File: config.mk
export PLATFORM = sky130hd
export DESIGN_NAME = bbp_core
export DESIGN_NICKNAME = d
export VERILOG_FILES = /design/src/core/bbp_pkg.sv /design/src/core/bbp_decode.sv /design/src/core/bbp_core.sv
export SDC_FILE = /design/constraint.sdc
export NUM_CORES = 1
export LEC_CHECK = 0
export BUFFER_PORTS_ARGS = -buffer_cell sky130_fd_sc_hd__buf_2
export CELL_PAD_IN_SITES_DETAIL_PLACEMENT = 0
export CELL_PAD_IN_SITES_GLOBAL_PLACEMENT = 1
export CORE_UTILIZATION = 45
export DETAILED_ROUTE_END_ITERATION = 10
export PLACE_DENSITY_LB_ADDON = 0.1
export SKIP_LAST_GASP = 1
export SLEW_MARGIN = 15
export SYNTH_ARGS = -nofsm -noshare
export SYNTH_HDL_FRONTEND = slang
export SYNTH_SLANG_ARGS = --single-unit
export TNS_END_PERCENT = 50
File: constraint.sdc
create_clock -name REF_CLK_I -period 9.73 [get_ports REF_CLK_I]
set_input_delay 1.946 -clock REF_CLK_I [delete_from_list [all_inputs] [get_ports REF_CLK_I]]
set_output_delay 1.946 -clock REF_CLK_I [all_outputs]
set_load 0.02 [all_outputs]
File: src/core/bbp_pkg.sv
// package: register map, reset values, opcodes, instruction classes and carriers
package bbp_pkg;

	// special function register map and reset values
	localparam logic [7:0] BBP_SP_ADDR      = 8'h81;
	localparam logic [7:0] BBP_DPL_ADDR     = 8'h82;
	localparam logic [7:0] BBP_DPH_ADDR     = 8'h83;
	localparam logic [7:0] BBP_SP_RST       = 8'h07;
	localparam logic [7:0] BBP_DPL_RST      = 8'h00;
	localparam logic [7:0] BBP_DPH_RST      = 8'h00;
	localparam logic [7:0] BBP_BITBYTE_BASE = 8'h20;
	localparam logic [15:0] BBP_PC_RST      = 16'h0000;

	// opcodes compared in full to select a variant inside a class
	localparam logic [7:0] BBP_OP_CLR_C   = 8'hC3;
	localparam logic [7:0] BBP_OP_BIT_SET_OP_C  = 8'hD3;
	localparam logic [7:0] BBP_OP_CLR_B   = 8'hC2;
	localparam logic [7:0] BBP_OP_BIT_SET_OP_B  = 8'hD2;
	localparam logic [7:0] BBP_OP_ANL_CB  = 8'h82;
	localparam logic [7:0] BBP_OP_ANL_CNB = 8'hB0;
	localparam logic [7:0] BBP_OP_ORL_CB  = 8'h72;
	localparam logic [7:0] BBP_OP_ORL_CNB = 8'hA0;
	localparam logic [7:0] BBP_OP_JNC     = 8'h50;
	localparam logic [7:0] BBP_OP_JNB     = 8'h30;
	localparam logic [7:0] BBP_OP_JBC     = 8'h10;
	localparam logic [7:0] BBP_OP_JNZ     = 8'h70;
	localparam logic [7:0] BBP_OP_CJ_ADIR = 8'hB5;

	// instruction classes seen by the sequencer
	typedef enum logic [4:0] {
		BBP_C_NOP, BBP_C_CBIT, BBP_C_BITMOD, BBP_C_BITC, BBP_C_MOVBC,
		BBP_C_JCY, BBP_C_JACC, BBP_C_JBIT, BBP_C_SHORT_RELATIVE_JUMP, BBP_C_PAGED_JUMP,
		BBP_C_PAGED_CALL, BBP_C_LONG_JUMP, BBP_C_LONG_CALL, BBP_C_RET, BBP_C_JIDX,
		BBP_C_CJA, BBP_C_CJR, BBP_C_CJI, BBP_C_DJR, BBP_C_DJD,
		BBP_C_PUSH, BBP_C_POP, BBP_C_NIBBLE_EXCHANGE, BBP_C_OTHER
	} bbp_cls_t;

	// decoded length in bytes and cycle count when no branch is taken
	typedef struct packed {
		bbp_cls_t   cls;
		logic [1:0] len;
		logic [2:0] ncyc;
	} bbp_dec_t;

	// data memory write carrier; ind marks an indirect (upper ram) access
	typedef struct packed {
		logic       we;
		logic       ind;
		logic [7:0] addr;
		logic [7:0] data;
	} bbp_wr_t;

endpackage

File: src/core/bbp_decode.sv
// opcode decoder: instruction class, byte length and base cycle count
`timescale 1ns/1ps
module bbp_decode import bbp_pkg::*; (
	input  wire logic [7:0] op_i,
	output bbp_dec_t        dec_o
);

	// one table entry per opcode group
	always_comb begin
		dec_o = '{cls: BBP_C_OTHER, len: 2'd1, ncyc: 3'd1};
		casez (op_i)
			8'h00, 8'hA5:             dec_o = '{BBP_C_NOP, 2'd1, 3'd1};
			8'hC3, 8'hD3, 8'hB3:      dec_o = '{BBP_C_CBIT, 2'd1, 3'd1};
			8'hC2, 8'hD2, 8'hB2:      dec_o = '{BBP_C_BITMOD, 2'd2, 3'd2};
			8'h82, 8'hB0, 8'h72,
			8'hA0, 8'hA2:             dec_o = '{BBP_C_BITC, 2'd2, 3'd2};
			8'h92:                    dec_o = '{BBP_C_MOVBC, 2'd2, 3'd2};
			8'h40, 8'h50:             dec_o = '{BBP_C_JCY, 2'd2, 3'd2};
			8'h60, 8'h70:             dec_o = '{BBP_C_JACC, 2'd2, 3'd2};
			8'h20, 8'h30, 8'h10:      dec_o = '{BBP_C_JBIT, 2'd3, 3'd3};
			8'h80:                    dec_o = '{BBP_C_SHORT_RELATIVE_JUMP, 2'd2, 3'd3};
			8'b???0_0001:             dec_o = '{BBP_C_PAGED_JUMP, 2'd2, 3'd3};
			8'b???1_0001:             dec_o = '{BBP_C_PAGED_CALL, 2'd2, 3'd3};
			8'h02:                    dec_o = '{BBP_C_LONG_JUMP, 2'd3, 3'd4};
			8'h12:                    dec_o = '{BBP_C_LONG_CALL, 2'd3, 3'd4};
			8'h22, 8'h32:             dec_o = '{BBP_C_RET, 2'd1, 3'd5};
			8'h73:                    dec_o = '{BBP_C_JIDX, 2'd1, 3'd3};
			8'hB4, 8'hB5:             dec_o = '{BBP_C_CJA, 2'd3, 3'd3};
			8'b1011_1???:             dec_o = '{BBP_C_CJR, 2'd3, 3'd3};
			8'hB6, 8'hB7:             dec_o = '{BBP_C_CJI, 2'd3, 3'd4};
			8'b1101_1???:             dec_o = '{BBP_C_DJR, 2'd2, 3'd2};
			8'hD5:                    dec_o = '{BBP_C_DJD, 2'd3, 3'd3};
			8'hC0:                    dec_o = '{BBP_C_PUSH, 2'd2, 3'd2};
			8'hD0:                    dec_o = '{BBP_C_POP, 2'd2, 3'd2};
			8'hD6, 8'hD7:             dec_o = '{BBP_C_NIBBLE_EXCHANGE, 2'd1, 3'd3};
			default:                  dec_o = '{BBP_C_OTHER, 2'd1, 3'd1};
		endcase
	end

endmodule

File: src/core/bbp_core.sv
// bit, branch and pointer register execution core
//
// How it works
// [RULE_01] and/or a direct bit or its complement into carry: 2 bytes, 2 cycles
// [RULE_02] move bit to carry, carry to bit, clear/set/flip bit: 2 bytes, 2 cycles
// [RULE_03] branch on carry high/low: 2 bytes, 2 cycles, 3 when taken
// [RULE_04] bit branches: 3 bytes, 3 or 4 cycles; branch-and-clear clears set bit
// [RULE_05] paged call/jump use 11-bit target inside next instruction's 2 kB page
// [RULE_06] long call/jump: 3 bytes, 4 cycles, 16-bit target anywhere
// [RULE_07] signed 8-bit offset added to address after branch; short jump 2/3
// [RULE_08] indexed jump goes to accumulator plus data pointer: 1 byte, 3 cycles
// [RULE_09] branch on accumulator zero/nonzero: 2 bytes, 2 or 3 cycles
// [RULE_10] compare-branch 3 bytes; 3/4 cycles, indirect form 4/5 cycles
// [RULE_11] decrement-branch: register form 2 bytes 2/3, direct form 3 bytes 3/4
// [RULE_12] opcode A5 acts as the 1-byte 1-cycle no-operation
// [RULE_13] bank register operand picks R0..R7 of the selected bank
// [RULE_14] indirect operand takes its address from R0 or R1 of current bank
// [RULE_15] direct address below 0x80 is data ram, above is special register
// [RULE_16] data pointer pair is low byte 0x82, high byte 0x83, reset zero
// [RULE_17] stack pointer at 0x81 resets to 0x07, incremented before push write
// [RULE_18] nibble exchange swaps low nibbles of accumulator and indirect byte
// [RULE_19] push is 2 bytes, 2 cycles, stores direct byte at incremented pointer
// [RULE_20] carry clear/set/flip take 1 byte, 1 cycle; no-operation changes nothing
// [RULE_21] returns pop program counter, pointer decrements per byte after read
`timescale 1ns/1ps
module bbp_core import bbp_pkg::*; (
	input  wire logic        REF_CLK_I,
	input  wire logic        RST_N_I,
	input  wire logic [7:0]  CODE_DATA_I,
	output logic [15:0]      CODE_ADDR_O,
	input  wire logic [7:0]  DATA_RDATA_I,
	output logic [7:0]       DATA_RADDR_O,
	output logic             DATA_RIND_O,
	output bbp_wr_t          DATA_WR_O,
	input  wire logic [7:0]  ACC_I,
	input  wire logic        CARRY_I,
	input  wire logic [1:0]  BANK_SEL_I,
	output logic             CARRY_WE_O,
	output logic             CARRY_O,
	output logic             ACC_WE_O,
	output logic [7:0]       ACC_O,
	output logic [7:0]       STACK_PTR_O,
	output logic [15:0]      DATA_POINTER_PAIR_O,
	output logic             FETCH_O,
	output logic             UNKNOWN_OP_O
);

	////////////////////////////////////////////////////////////////////////
	// state and working signals

	logic [15:0] pc_r;
	logic [2:0]  cyc_r;
	logic [7:0]  opc_r;
	logic [7:0]  op1_r;
	logic [7:0]  op2_r;
	logic [7:0]  rd_r;
	logic [7:0]  sp_r;
	logic [7:0]  dpl_r;
	logic [7:0]  dph_r;
	logic        fetch_r;
	logic        unknown_r;

	logic [7:0]  op;
	bbp_dec_t    dec;
	logic        in_fetch;
	logic [15:0] pcn;
	logic [7:0]  rel_b;
	logic [15:0] rel_tgt;
	logic [7:0]  ba;
	logic [7:0]  bb;
	logic [7:0]  mask;
	logic [7:0]  bank_addr;
	logic [7:0]  ptr_addr;
	logic [7:0]  raddr;
	logic        rind;
	logic [7:0]  rval;
	logic        bv;
	logic [7:0]  dec_v;

	bbp_wr_t     wr;
	logic        carry_we;
	logic        carry_v;
	logic        acc_we;
	logic [7:0]  acc_v;
	logic        taken;
	logic        pc_ld;
	logic [15:0] tgt;
	logic [7:0]  sp_nxt;
	logic        int_hit;
	logic        last;

	////////////////////////////////////////////////////////////////////////
	// decode

	// opcode straight off the code bus in the first cycle so 1-cycle ops fit
	assign op = (cyc_r == 3'd0) ? CODE_DATA_I : opc_r;

	bbp_decode u_decode (
		.op_i  (op),
		.dec_o (dec)
	);

	// operand fetch runs while the cycle index is below the length
	assign in_fetch = (cyc_r < {1'b0, dec.len});
	assign pcn      = pc_r + 16'h0001;

	// offset counts from the byte after the instruction
	assign rel_b   = in_fetch ? CODE_DATA_I : op2_r;
	assign rel_tgt = (in_fetch ? pcn : pc_r) + {{8{rel_b[7]}}, rel_b}; // [RULE_07]

	// bit address: taken live in cycle 1, from the latched operand later
	assign ba   = (cyc_r == 3'd1) ? CODE_DATA_I : op1_r;
	assign bb   = ba[7] ? {ba[7:3], 3'b000} : BBP_BITBYTE_BASE + {4'h0, ba[6:3]}; // [RULE_15]
	assign mask = 8'h01 << ba[2:0];

	// register operands live in the selected bank
	assign bank_addr = {3'b000, BANK_SEL_I, op[2:0]}; // [RULE_13]
	assign ptr_addr  = {3'b000, BANK_SEL_I, 2'b00, op[0]}; // [RULE_14]

	////////////////////////////////////////////////////////////////////////
	// read address, kept apart from the execute block to avoid a false loop

	always_comb begin
		raddr = 8'h00;
		rind  = 1'b0;
		case (dec.cls)
			BBP_C_BITMOD, BBP_C_BITC, BBP_C_MOVBC, BBP_C_JBIT: raddr = bb;
			BBP_C_CJA:        raddr = op1_r;
			BBP_C_DJD:        raddr = op1_r;
			BBP_C_PUSH:       raddr = CODE_DATA_I;
			BBP_C_CJR, BBP_C_DJR: raddr = bank_addr;
			BBP_C_POP, BBP_C_RET: begin
				raddr = sp_r;
				rind  = 1'b1;
			end
			BBP_C_CJI, BBP_C_NIBBLE_EXCHANGE: begin
				raddr = (cyc_r == 3'd1) ? ptr_addr : rd_r;
				rind  = (cyc_r != 3'd1);
			end
			default:          raddr = 8'h00;
		endcase
	end

	// own registers answer their direct addresses, the rest comes from outside
	always_comb begin
		if (!rind && raddr == BBP_SP_ADDR) begin
			rval = sp_r;
		end else if (!rind && raddr == BBP_DPL_ADDR) begin
			rval = dpl_r;
		end else if (!rind && raddr == BBP_DPH_ADDR) begin
			rval = dph_r;
		end else begin
			rval = DATA_RDATA_I;
		end
	end

	assign bv    = rval[ba[2:0]];
	assign dec_v = rval - 8'h01;

	////////////////////////////////////////////////////////////////////////
	// execute: one case item per class, NOP and OTHER sharing the default; each multi-cycle class gated by its working cycle

	always_comb begin
		wr       = '0;
		carry_we = 1'b0;
		carry_v  = CARRY_I;
		acc_we   = 1'b0;
		acc_v    = ACC_I;
		taken    = 1'b0;
		pc_ld    = 1'b0;
		tgt      = rel_tgt;
		sp_nxt   = sp_r;
		case (dec.cls)
			BBP_C_CBIT: begin
				carry_we = 1'b1; // [RULE_20]
				if (op == BBP_OP_CLR_C) begin
					carry_v = 1'b0;
				end else if (op == BBP_OP_BIT_SET_OP_C) begin
					carry_v = 1'b1;
				end else begin
					carry_v = ~CARRY_I;
				end
			end
			BBP_C_BITMOD: begin
				// only the operand cycle holds a valid bit address; cycle 0 would hit a stale byte
				if (cyc_r == 3'd1) begin
					wr = '{1'b1, 1'b0, bb, rval ^ mask}; // [RULE_02]
					if (op == BBP_OP_CLR_B) begin
						wr.data = rval & ~mask;
					end else if (op == BBP_OP_BIT_SET_OP_B) begin
						wr.data = rval | mask;
					end
				end
			end
			BBP_C_BITC: begin
				carry_we = (cyc_r == 3'd1); // [RULE_01]
				if (op == BBP_OP_ANL_CB) begin
					carry_v = CARRY_I & bv;
				end else if (op == BBP_OP_ANL_CNB) begin
					carry_v = CARRY_I & ~bv;
				end else if (op == BBP_OP_ORL_CB) begin
					carry_v = CARRY_I | bv;
				end else if (op == BBP_OP_ORL_CNB) begin
					carry_v = CARRY_I | ~bv;
				end else begin
					carry_v = bv; // [RULE_02]
				end
			end
			BBP_C_MOVBC: begin
				if (cyc_r == 3'd1) begin
					wr = '{1'b1, 1'b0, bb, (rval & ~mask) | (CARRY_I ? mask : 8'h00)}; // [RULE_02]
				end
			end
			BBP_C_JCY: begin
				if (cyc_r == 3'd1) begin
					taken = CARRY_I ^ (op == BBP_OP_JNC); // [RULE_03]
				end
			end
			BBP_C_JACC: begin
				if (cyc_r == 3'd1) begin
					taken = (ACC_I == 8'h00) ^ (op == BBP_OP_JNZ); // [RULE_09]
				end
			end
			BBP_C_JBIT: begin
				if (cyc_r == 3'd2) begin
					taken = bv ^ (op == BBP_OP_JNB); // [RULE_04]
					// clear only when the set bit actually caused the branch
					if (op == BBP_OP_JBC && taken) begin
						wr = '{1'b1, 1'b0, bb, rval & ~mask}; // [RULE_04]
					end
				end
			end
			BBP_C_SHORT_RELATIVE_JUMP: begin
				pc_ld = (cyc_r == 3'd1); // [RULE_07]
			end
			BBP_C_PAGED_JUMP: begin
				pc_ld = (cyc_r == 3'd1);
				tgt   = {pcn[15:11], op[7:5], CODE_DATA_I}; // [RULE_05]
			end
			BBP_C_PAGED_CALL: begin
				// low return byte first, high byte and jump one cycle later
				if (cyc_r == 3'd1) begin
					sp_nxt = sp_r + 8'h01;
					wr     = '{1'b1, 1'b1, sp_nxt, pcn[7:0]};
				end else if (cyc_r == 3'd2) begin
					sp_nxt = sp_r + 8'h01;
					wr     = '{1'b1, 1'b1, sp_nxt, pc_r[15:8]};
					pc_ld  = 1'b1;
					tgt    = {pc_r[15:11], op[7:5], op1_r}; // [RULE_05]
				end
			end
			BBP_C_LONG_JUMP: begin
				pc_ld = (cyc_r == 3'd2);
				tgt   = {op1_r, CODE_DATA_I}; // [RULE_06]
			end
			BBP_C_LONG_CALL: begin
				if (cyc_r == 3'd2) begin
					sp_nxt = sp_r + 8'h01;
					wr     = '{1'b1, 1'b1, sp_nxt, pcn[7:0]};
				end else if (cyc_r == 3'd3) begin
					sp_nxt = sp_r + 8'h01;
					wr     = '{1'b1, 1'b1, sp_nxt, pc_r[15:8]};
					pc_ld  = 1'b1;
					tgt    = {op1_r, op2_r}; // [RULE_06]
				end
			end
			BBP_C_RET: begin
				// high byte sits on top; read first, then step down
				if (cyc_r == 3'd1) begin
					pc_ld  = 1'b1;
					tgt    = {rval, pc_r[7:0]}; // [RULE_21]
					sp_nxt = sp_r - 8'h01;
				end else if (cyc_r == 3'd2) begin
					pc_ld  = 1'b1;
					tgt    = {pc_r[15:8], rval}; // [RULE_21]
					sp_nxt = sp_r - 8'h01;
				end
			end
			BBP_C_JIDX: begin
				pc_ld = (cyc_r == 3'd1);
				tgt   = {dph_r, dpl_r} + {8'h00, ACC_I}; // [RULE_08]
			end
			BBP_C_CJA: begin
				if (cyc_r == 3'd2) begin
					carry_we = 1'b1;
					if (op == BBP_OP_CJ_ADIR) begin
						taken   = (ACC_I != rval); // [RULE_10]
						carry_v = (ACC_I < rval);
					end else begin
						taken   = (ACC_I != op1_r); // [RULE_10]
						carry_v = (ACC_I < op1_r);
					end
				end
			end
			BBP_C_CJR: begin
				if (cyc_r == 3'd2) begin
					carry_we = 1'b1;
					taken    = (rd_r != op1_r); // [RULE_10]
					carry_v  = (rd_r < op1_r);
				end
			end
			BBP_C_CJI: begin
				// pointer read in cycle 1, indirect byte in cycle 3
				if (cyc_r == 3'd3) begin
					carry_we = 1'b1;
					taken    = (rval != op1_r); // [RULE_10]
					carry_v  = (rval < op1_r);
				end
			end
			BBP_C_DJR: begin
				if (cyc_r == 3'd1) begin
					wr    = '{1'b1, 1'b0, bank_addr, dec_v};
					taken = (dec_v != 8'h00); // [RULE_11]
				end
			end
			BBP_C_DJD: begin
				if (cyc_r == 3'd2) begin
					wr    = '{1'b1, 1'b0, op1_r, dec_v};
					taken = (dec_v != 8'h00); // [RULE_11]
				end
			end
			BBP_C_PUSH: begin
				if (cyc_r == 3'd1) begin
					sp_nxt = sp_r + 8'h01; // [RULE_17]
					wr     = '{1'b1, 1'b1, sp_nxt, rval}; // [RULE_19]
				end
			end
			BBP_C_POP: begin
				if (cyc_r == 3'd1) begin
					sp_nxt = sp_r - 8'h01; // [RULE_21]
					wr     = '{1'b1, 1'b0, CODE_DATA_I, rval};
				end
			end
			BBP_C_NIBBLE_EXCHANGE: begin
				if (cyc_r == 3'd2) begin
					wr     = '{1'b1, 1'b1, rd_r, {rval[7:4], ACC_I[3:0]}}; // [RULE_18]
					acc_we = 1'b1;
					acc_v  = {ACC_I[7:4], rval[3:0]}; // [RULE_18]
				end
			end
			default: begin
				// no-operation, A5 and foreign opcodes touch nothing
				wr = '0; // [RULE_12]
			end
		endcase
		if (taken) begin
			pc_ld = 1'b1; // [RULE_07]
		end
	end

	////////////////////////////////////////////////////////////////////////
	// memory port and register write routing

	// direct writes to our own registers stay inside
	assign int_hit = wr.we && !wr.ind &&
		(wr.addr == BBP_SP_ADDR || wr.addr == BBP_DPL_ADDR || wr.addr == BBP_DPH_ADDR); // [RULE_15]

	// data and flag strobes are combinational so the next edge commits them
	always_comb begin
		DATA_RADDR_O = raddr;
		DATA_RIND_O  = rind;
		DATA_WR_O    = wr;
		DATA_WR_O.we = wr.we && !int_hit;
		CARRY_WE_O   = carry_we;
		CARRY_O      = carry_v;
		ACC_WE_O     = acc_we;
		ACC_O        = acc_v;
	end

	////////////////////////////////////////////////////////////////////////
	// sequencer

	// taken branches spend exactly one extra cycle after the decision
	assign last = ((cyc_r == dec.ncyc - 3'd1) && !taken) || (cyc_r == dec.ncyc); // [RULE_03]

	// cycle index within the instruction
	always_ff @(posedge REF_CLK_I) begin
		if (!RST_N_I) begin
			cyc_r <= 3'd0;
		end else if (last) begin
			cyc_r <= 3'd0;
		end else begin
			cyc_r <= cyc_r + 3'd1;
		end
	end

	// program counter steps per fetched byte unless a target is loaded
	always_ff @(posedge REF_CLK_I) begin
		if (!RST_N_I) begin
			pc_r <= BBP_PC_RST;
		end else if (pc_ld) begin
			pc_r <= tgt;
		end else if (in_fetch) begin
			pc_r <= pcn;
		end
	end

	// opcode and operand capture as each byte passes
	always_ff @(posedge REF_CLK_I) begin
		if (!RST_N_I) begin
			opc_r <= 8'h00;
			op1_r <= 8'h00;
			op2_r <= 8'h00;
			rd_r  <= 8'h00;
		end else begin
			if (cyc_r == 3'd0) begin
				opc_r <= CODE_DATA_I;
			end
			if (cyc_r == 3'd1) begin
				op1_r <= CODE_DATA_I;
				rd_r  <= rval;
			end
			if (cyc_r == 3'd2) begin
				op2_r <= CODE_DATA_I;
			end
		end
	end

	////////////////////////////////////////////////////////////////////////
	// pointer registers

	// a direct write to the stack pointer wins over its own stepping
	always_ff @(posedge REF_CLK_I) begin
		if (!RST_N_I) begin
			sp_r <= BBP_SP_RST; // [RULE_17]
		end else if (int_hit && wr.addr == BBP_SP_ADDR) begin
			sp_r <= wr.data;
		end else begin
			sp_r <= sp_nxt;
		end
	end

	// data pointer pair, written only as special registers here
	always_ff @(posedge REF_CLK_I) begin
		if (!RST_N_I) begin
			dpl_r <= BBP_DPL_RST; // [RULE_16]
			dph_r <= BBP_DPH_RST;
		end else if (int_hit && wr.addr == BBP_DPL_ADDR) begin
			dpl_r <= wr.data; // [RULE_16]
		end else if (int_hit && wr.addr == BBP_DPH_ADDR) begin
			dph_r <= wr.data; // [RULE_16]
		end
	end

	////////////////////////////////////////////////////////////////////////
	// status outputs

	// fetch marks the opcode cycle; unknown flags opcodes left to other units
	always_ff @(posedge REF_CLK_I) begin
		if (!RST_N_I) begin
			fetch_r   <= 1'b1;
			unknown_r <= 1'b0;
		end else begin
			fetch_r   <= last;
			unknown_r <= (cyc_r == 3'd0) && (dec.cls == BBP_C_OTHER);
		end
	end

	assign CODE_ADDR_O  = pc_r;
	assign STACK_PTR_O  = sp_r;
	assign DATA_POINTER_PAIR_O       = {dph_r, dpl_r};
	assign FETCH_O      = fetch_r;
	assign UNKNOWN_OP_O = unknown_r;

endmodule

# Word-level counts from Yosys, hierarchy flattened
# Index checks and enable logic that the tools add are counted.
dict set report classes {
  n_lt_le_gt_ge 6
  n_shift 1
  reduce_logical 46
  n_eq_ne 86
  muxes 81
  addsub 9
  n_bitwise 16
}
# operator n
set op_table {}
lappend op_table {{2-to-1 mux 18 bit} 13}
lappend op_table {{case mux 10 bit (23 select lines)} 1}
lappend op_table {{equality test 8 bit (second input constant)} 28}
lappend op_table {{case mux 18 bit (10 select lines)} 1}
lappend op_table {{2-to-1 mux 8 bit} 20}
lappend op_table {{2-to-1 mux 16 bit} 8}
lappend op_table {{case mux 16 bit (6 select lines)} 1}
lappend op_table {{equality test 5 bit (second input constant)} 11}
lappend op_table {{equality test 8 x 7 -> 1 bit (second input constant)} 6}
lappend op_table {{case mux 8 bit (6 select lines)} 1}
lappend op_table {{equality test 5 x 4 -> 1 bit (second input constant)} 8}
lappend op_table {{case mux 8 bit (5 select lines)} 1}
lappend op_table {{equality test 8 x 6 -> 1 bit (second input constant)} 4}
lappend op_table {{less-than comparator 8 bit} 4}
lappend op_table {{inequality test 8 bit} 4}
lappend op_table {{2-to-1 mux 1 bit} 27}
lappend op_table {{OR reduction 2 bit} 13}
lappend op_table {{equality test 5 x 3 -> 1 bit (second input constant)} 4}
lappend op_table {{inequality test 4 bit (second input constant)} 5}
lappend op_table {{adder 16 x 1 -> 16 bit (second input constant)} 1}
lappend op_table {{adder 16 bit} 1}
lappend op_table {{adder 16 x 8 -> 16 bit} 1}
lappend op_table {{equality test 8 x 5 -> 1 bit (second input constant)} 2}
lappend op_table {{logical NOT 8 bit} 2}
lappend op_table {{other kinds (41)} 78}
dict set report totals {
  ff_bits 77
  word_cells 258
  inputBits 29
}

# Longest topological paths before layout
dict set report logic_depth {
  ltp_word 27
  depth_mapped 36
  mapped_depth_nobuf 31
}

# Hierarchy
# A second synthesis with hierarchy kept.
dict set report hier_totals {
  cells_unflattened 1466
  area_unflattened_um2 10427.5
}
# module n_inst cells_each area_each_um2
set modules_own_cells {}
lappend modules_own_cells {bbp_core 1 1320 9562.9}
lappend modules_own_cells {bbp_decode 1 146 864.6}

# Least setup slack after synthesis
# OpenSTA, ideal clock, no wires.
dict set report synth_path {
  path_kind {in2out}
  from {in CODE_DATA_I[2]}
  to {out CARRY_O}
  t_arrival_ps 7037
  n_path_buf 3
  slack_ps 747
  t_required_ps 7784
  cell_stages 24
  cell_sequence {buf_2 or4b_1 o31a_1 buf_6 nor4_2 a221o_1 a221o_1 nand3b_1 or2_2 clkbuf_1 o21ai_0 nand2_1 inv_1 ha_1 nor2b_1 o21a_1 o21ai_0 nand2b_1 a21oi_1 o21ai_0 o21ai_0 a211oi_1 o221a_2 a21oi_1}
}
dict set report synth_between {
  elab_chain_len 21
}
# element line_no
set synth_lines {}
lappend synth_lines {{start: declaration} bbp_core.sv:29} ;# input wire logic [7:0] CODE_DATA_I,
lappend synth_lines {{2-to-1 mux 8 bit (*)} --}
lappend synth_lines {{equality test 8 bit, or another cell as far along} bbp_decode.sv:11} ;# casez (op_i)
lappend synth_lines {{OR reduction 5 bit, or another cell as far along} bbp_decode.sv:11}
lappend synth_lines {{case mux 10 bit (23 select lines) (*)} bbp_decode.sv:11}
lappend synth_lines {{equality test 5 x 3 -> 1 bit, or another cell as far along} bbp_core.sv:126} ;# case (dec.cls)
lappend synth_lines {{OR reduction 4 bit, or another cell as far along} bbp_core.sv:126}
lappend synth_lines {{case mux 8 bit (6 select lines) (*)} bbp_core.sv:126}
lappend synth_lines {{net DATA_RADDR_O[7]} bbp_core.sv:32} ;# output logic [7:0] DATA_RADDR_O,
lappend synth_lines {{(+5 left out)} --}
lappend synth_lines {{net rval[1]} bbp_core.sv:76} ;# logic [7:0] rval;
lappend synth_lines {{(+1 left out)} --}
lappend synth_lines {{2-to-1 mux 1 bit (implied by the code)} bbp_core.sv:157} ;# assign bv = rval[ba[2:0]];
lappend synth_lines {{inverter 1 bit} {bbp_core.sv:200, bbp_core.sv:204}}
lappend synth_lines {{OR 1 bit} bbp_core.sv:204} ;# carry_v = CARRY_I | ~bv;
lappend synth_lines {{2-to-1 mux 1 bit} bbp_core.sv:203} ;# end else if (op == BBP_OP_ORL_CNB) begin
lappend synth_lines {{2-to-1 mux 1 bit} bbp_core.sv:201} ;# end else if (op == BBP_OP_ORL_CB) begin
lappend synth_lines {{2-to-1 mux 1 bit} bbp_core.sv:199} ;# end else if (op == BBP_OP_ANL_CNB) begin
lappend synth_lines {{2-to-1 mux 1 bit} bbp_core.sv:197} ;# if (op == BBP_OP_ANL_CB) begin
lappend synth_lines {{case mux 1 bit (5 select lines) (*)} bbp_core.sv:173} ;# case (dec.cls)
lappend synth_lines {{end: declaration} bbp_core.sv:39} ;# output logic CARRY_O,
# The timed path passes the listed nets; every way through them passes the cells marked *. The select of a mux whose other input is x is not followed.

# Final worst setup path
dict set report layout_path {
  from {in CODE_DATA_I[3]}
  to {out CARRY_O}
}
dict set report layout_between {
  elab_chain_len 21
}
# element line_no
set layout_lines {}
lappend layout_lines {{2-to-1 mux 8 bit} --}
lappend layout_lines {{equality test 8 bit, or another cell as far along} bbp_decode.sv:11}
lappend layout_lines {{OR reduction 5 bit, or another cell as far along} bbp_decode.sv:11}
lappend layout_lines {{case mux 10 bit (23 select lines)} bbp_decode.sv:11}
lappend layout_lines {{equality test 5 x 3 -> 1 bit, or another cell as far along} bbp_core.sv:126}
lappend layout_lines {{OR reduction 4 bit, or another cell as far along} bbp_core.sv:126}
lappend layout_lines {{case mux 8 bit (6 select lines) / case mux 1 bit (2 select lines) (equally long branches)} bbp_core.sv:126}
lappend layout_lines {{equality test 8 bit / logical NOT 1 bit (equally long branches)} {bbp_core.sv:150, bbp_core.sv:146, bbp_core.sv:148}}
lappend layout_lines {{(+4 left out)} --}
lappend layout_lines {{net rval[1]} bbp_core.sv:76}
lappend layout_lines {{(+1 left out)} --}
lappend layout_lines {{2-to-1 mux 1 bit (implied by the code)} bbp_core.sv:157}
lappend layout_lines {{inverter 1 bit} {bbp_core.sv:200, bbp_core.sv:204}}
lappend layout_lines {{OR 1 bit} bbp_core.sv:204}
lappend layout_lines {{2-to-1 mux 1 bit} bbp_core.sv:203}
lappend layout_lines {{2-to-1 mux 1 bit} bbp_core.sv:201}
lappend layout_lines {{2-to-1 mux 1 bit} bbp_core.sv:199}
lappend layout_lines {{2-to-1 mux 1 bit} bbp_core.sv:197}
lappend layout_lines {{case mux 1 bit (5 select lines) (*)} bbp_core.sv:173}
# Marked as above.

==> flow_metrics.py <==
metrics = {
    "finish": {
        "post-route-util": 0.527,
        "nNetsFinal": 1669,
        "diodes": 0,
        "drive_gt1_frac": 0.160,
        "final_area_mm2": 0.0116,
        "area_growth_pct": 13.6,
        "fillers": 2274,
    },
    "cts": {
        "post-cts-setup-buffers": 0,
        "clock_path_buffers": 2,
        "htreeDepth": 3,
        "cts_tree": "yes",
        "clk_latency_ps": 370,
        "hold_buffers": 0,
        "cts-resized-gates": 0,
        "cts_num_sinks": 77,
        "clk_pin_slew_ps": 60,
        "cts_root_buffer": "clkbuf_16",
        "cts_buffers": 9,
    },
    "place": {
        "dp_hpwl_um": 39200,
        "place.gp.congestion": 1.02,
        "postPlaceCellArea_mm2": 0.0113,
        "port_buffers": 108,
    },
    "sta": {
        "rsz0062_at_grt": "true",
        "skew_ps": 18.3,
        "drv_slew": 0,
        "slew_headroom": 0.261,
        "setup_viol": 0,
        "max_freq_mhz": 106,
        "period_minus_slack_ps": 9470,
        "hold_viol": 0,
        "finalCritPeriodShare": 0.973,
        "tightest_slew_ps": 1110,
        "fin_setup_tns_ps": 0,
    },
    "worst_setup_path": {
        "r2r_cells": 31,
        "cp.arrival_ps": 7520,
        "path_max_fanout": 14,
        "setup.worst_path.start_class": "input port",
        "cp_data_required_time_ps": 7780,
        "critPathCaptureType": "output pin",
        "crit_type": "input port to output pin",
    },
    "outcome": {
        "status": "finished, final reports clean",
    },
    "floorplanning": {
        "start_util": 0.464,
        "die_w_um": 153,
        "io_pins": 109,
        "dieArea_mm2": 0.0234,
        "core-area_mm2": 0.0221,
        "row_count": 54,
        "die_h_um": 153,
    },
    "route": {
        "drc": 0,
        "drt-initial-drc-count": 1983,
        "wl_um": 50000,
        "drt_pass1_iterations": 7,
        "vias": 12513,
        "vias_per_cell": 6.80,
        "ant_nets": 0,
        "wl_per_cell_um": 27.2,
    },
    "run": {
        "cap_violations": 0,
    },
    "grt": {
        "grt_max_degree": 38,
        "grt_first_pass_wirelength_um": 74100,
        "grt-ovfl-total": 0,
        "grt_usage": 0.422,
        "first_global_vias": 11498,
        "antenna_found_initial": 0,
    },
    "logic_synthesis": {
        "synth_cell_types": 94,
        "syn_area_mm2": 0.0103,
        "avgSynthCellArea_um2": 7.10,
        "synth_edf_count": 0,
        "yosysSeqAreaShare": 0.150,
        "synth_nets": 1558,
        "synth_warnings": 0,
        "synth-async-reset-ratio": 0,
        "synthFlopType": "dfxtp_1",
        "syn_inst": 1444,
        "synth_seq_cells": 77,
    },
    "power_and_ir_drop": {
        "p_leak_uw": 0.00505,
        "p_per_area_mw_per_mm2": 246,
        "ir_drop_v": 0.000170,
    },
    "worst_hold_path": {
        "hp-class": "flop to flop",
        "hold_depth": 2,
    },
}
==> through the flow <==
step	power [uW]	std cells	setup WS, ps	hold slack (ps)
3_5_place_dp	2380	1824	61.2	469
4_1_cts	2780	1840	35.6	476
2_1_floorplan	1790	1444	747	449
5_1_grt	3010	1840	-16.7	508
3_3_place_gp	2380	1824	29.3	463
6_report	2870	1840	265	477
==> sequential cells by signal, summed over array words and instances (netlist names), 3 cells and up <==
signal / cells
op1_r: 8
opc_r: 8
CODE_ADDR_O: 16
cyc_r: 3
dph_r: 8
op2_r: 8
STACK_PTR_O: 8
rd_r: 8
dpl_r: 8
==> cell usage in the layout (no fill, tap or decap), drive strengths merged, types with 11 or more instances in the layout <==
cell type / count
o21ai: 105
and3: 13
nand2b: 15
nand3: 46
nor4: 20
a21oi: 106
a22oi: 17
nand4: 21
inv: 54
nor2: 125
xor2: 21
o31ai: 11
mux2i: 46
o22ai: 19
o21a: 13
a31oi: 16
buf: 174
nand2: 237
dfxtp: 77
nor3: 38
o211ai: 14
xnor2: 52
a221oi: 14
clkbuf: 13
a211oi: 27
nor2b: 14
ha: 83
a21o: 17
==> layout make-up <==
class | count | area, um2 | share of cell area
Tap cell | 280 | 350 | 0.0301
Clock buffer | 13 | 260 | 0.0223
Clock inverter | 3 | 67.6 | 0.00580
Multi-Input combinational cell | 1238 | 8190 | 0.703
Inverter | 55 | 206 | 0.0177
Sequential cell | 77 | 1540 | 0.132
Timing Repair Buffer | 174 | 1040 | 0.0889
==> kinds of logic after synthesis <==
logic type      synth area share
mux                       0.0552
simple gates               0.269
compound gates             0.302
xor+xnor                  0.0631
buf+inv                   0.0558
fa+ha+maj                  0.105
flops                      0.150
==> critical path, cell delays in order <==
cell and delay (ps):
buf_2 300, nor4bb_1 140, a31oi_2 520, nor4_1 100
buf_4 200, or2_1 260, a22o_1 260, a2111oi_0 420
nand3b_1 260, or2_2 500, o21ai_0 270, nand2_1 140
inv_1 110, ha_1 240, nor2b_1 130, o21a_1 150
o21ai_0 150, nand2b_1 80, a21oi_1 130, o21ai_0 80
o21ai_0 260, a211oi_1 180, o221a_2 290, a21oi_1 170
buf_2 210
==> final timing paths <==
check	from	endpoint	slack (ps)
worst max-delay path	CODE_DATA_I[3]	CARRY_O	260
worst max register to register	cyc_r[1]	CODE_ADDR_O[15]	1650
worst min-delay path	op2_r[7]	op2_r[7]	480
worst min register to register	op2_r[7]	op2_r[7]	480
==> power breakdown <==
part | total [uW] | switching (uW) | internal [uW]
clock network | 396 | 156 | 240
registers | 463 | 98.5 | 365
logic | 2010 | 1300 | 706
total | 2870 | 1560 | 1310
==> synthesized netlist by cell type (16+ instances only) <==
| master | number | area, um2 |
|---|---|---|
| o21ai_0 | 96 | 480 |
| clkbuf_1 | 48 | 180 |
| inv_1 | 52 | 195 |
| nor4_1 | 16 | 100 |
| xor2_1 | 21 | 184 |
| dfxtp_1 | 77 | 1540 |
| nor2_1 | 123 | 462 |
| ha_1 | 83 | 1040 |
| nor3_1 | 37 | 185 |
| a22oi_1 | 17 | 128 |
| nand4_1 | 21 | 131 |
| a21oi_1 | 106 | 531 |
| mux2i_1 | 45 | 450 |
| nand3_1 | 43 | 215 |
| a21o_1 | 17 | 128 |
| a211oi_1 | 23 | 173 |
| nand2_1 | 237 | 890 |
| xnor2_1 | 51 | 447 |
==> per-layer routing <==
layer  vias up  global-route usage  wire length (um)
li1       5571                   -                 -
met1      5915               0.558             20500
met2       861               0.643             21300
met3       166              0.0927              5690
met4         0               0.210              2470
met5         -                   0                 0
No activity file was read; power rests on OpenSTA's default activity.
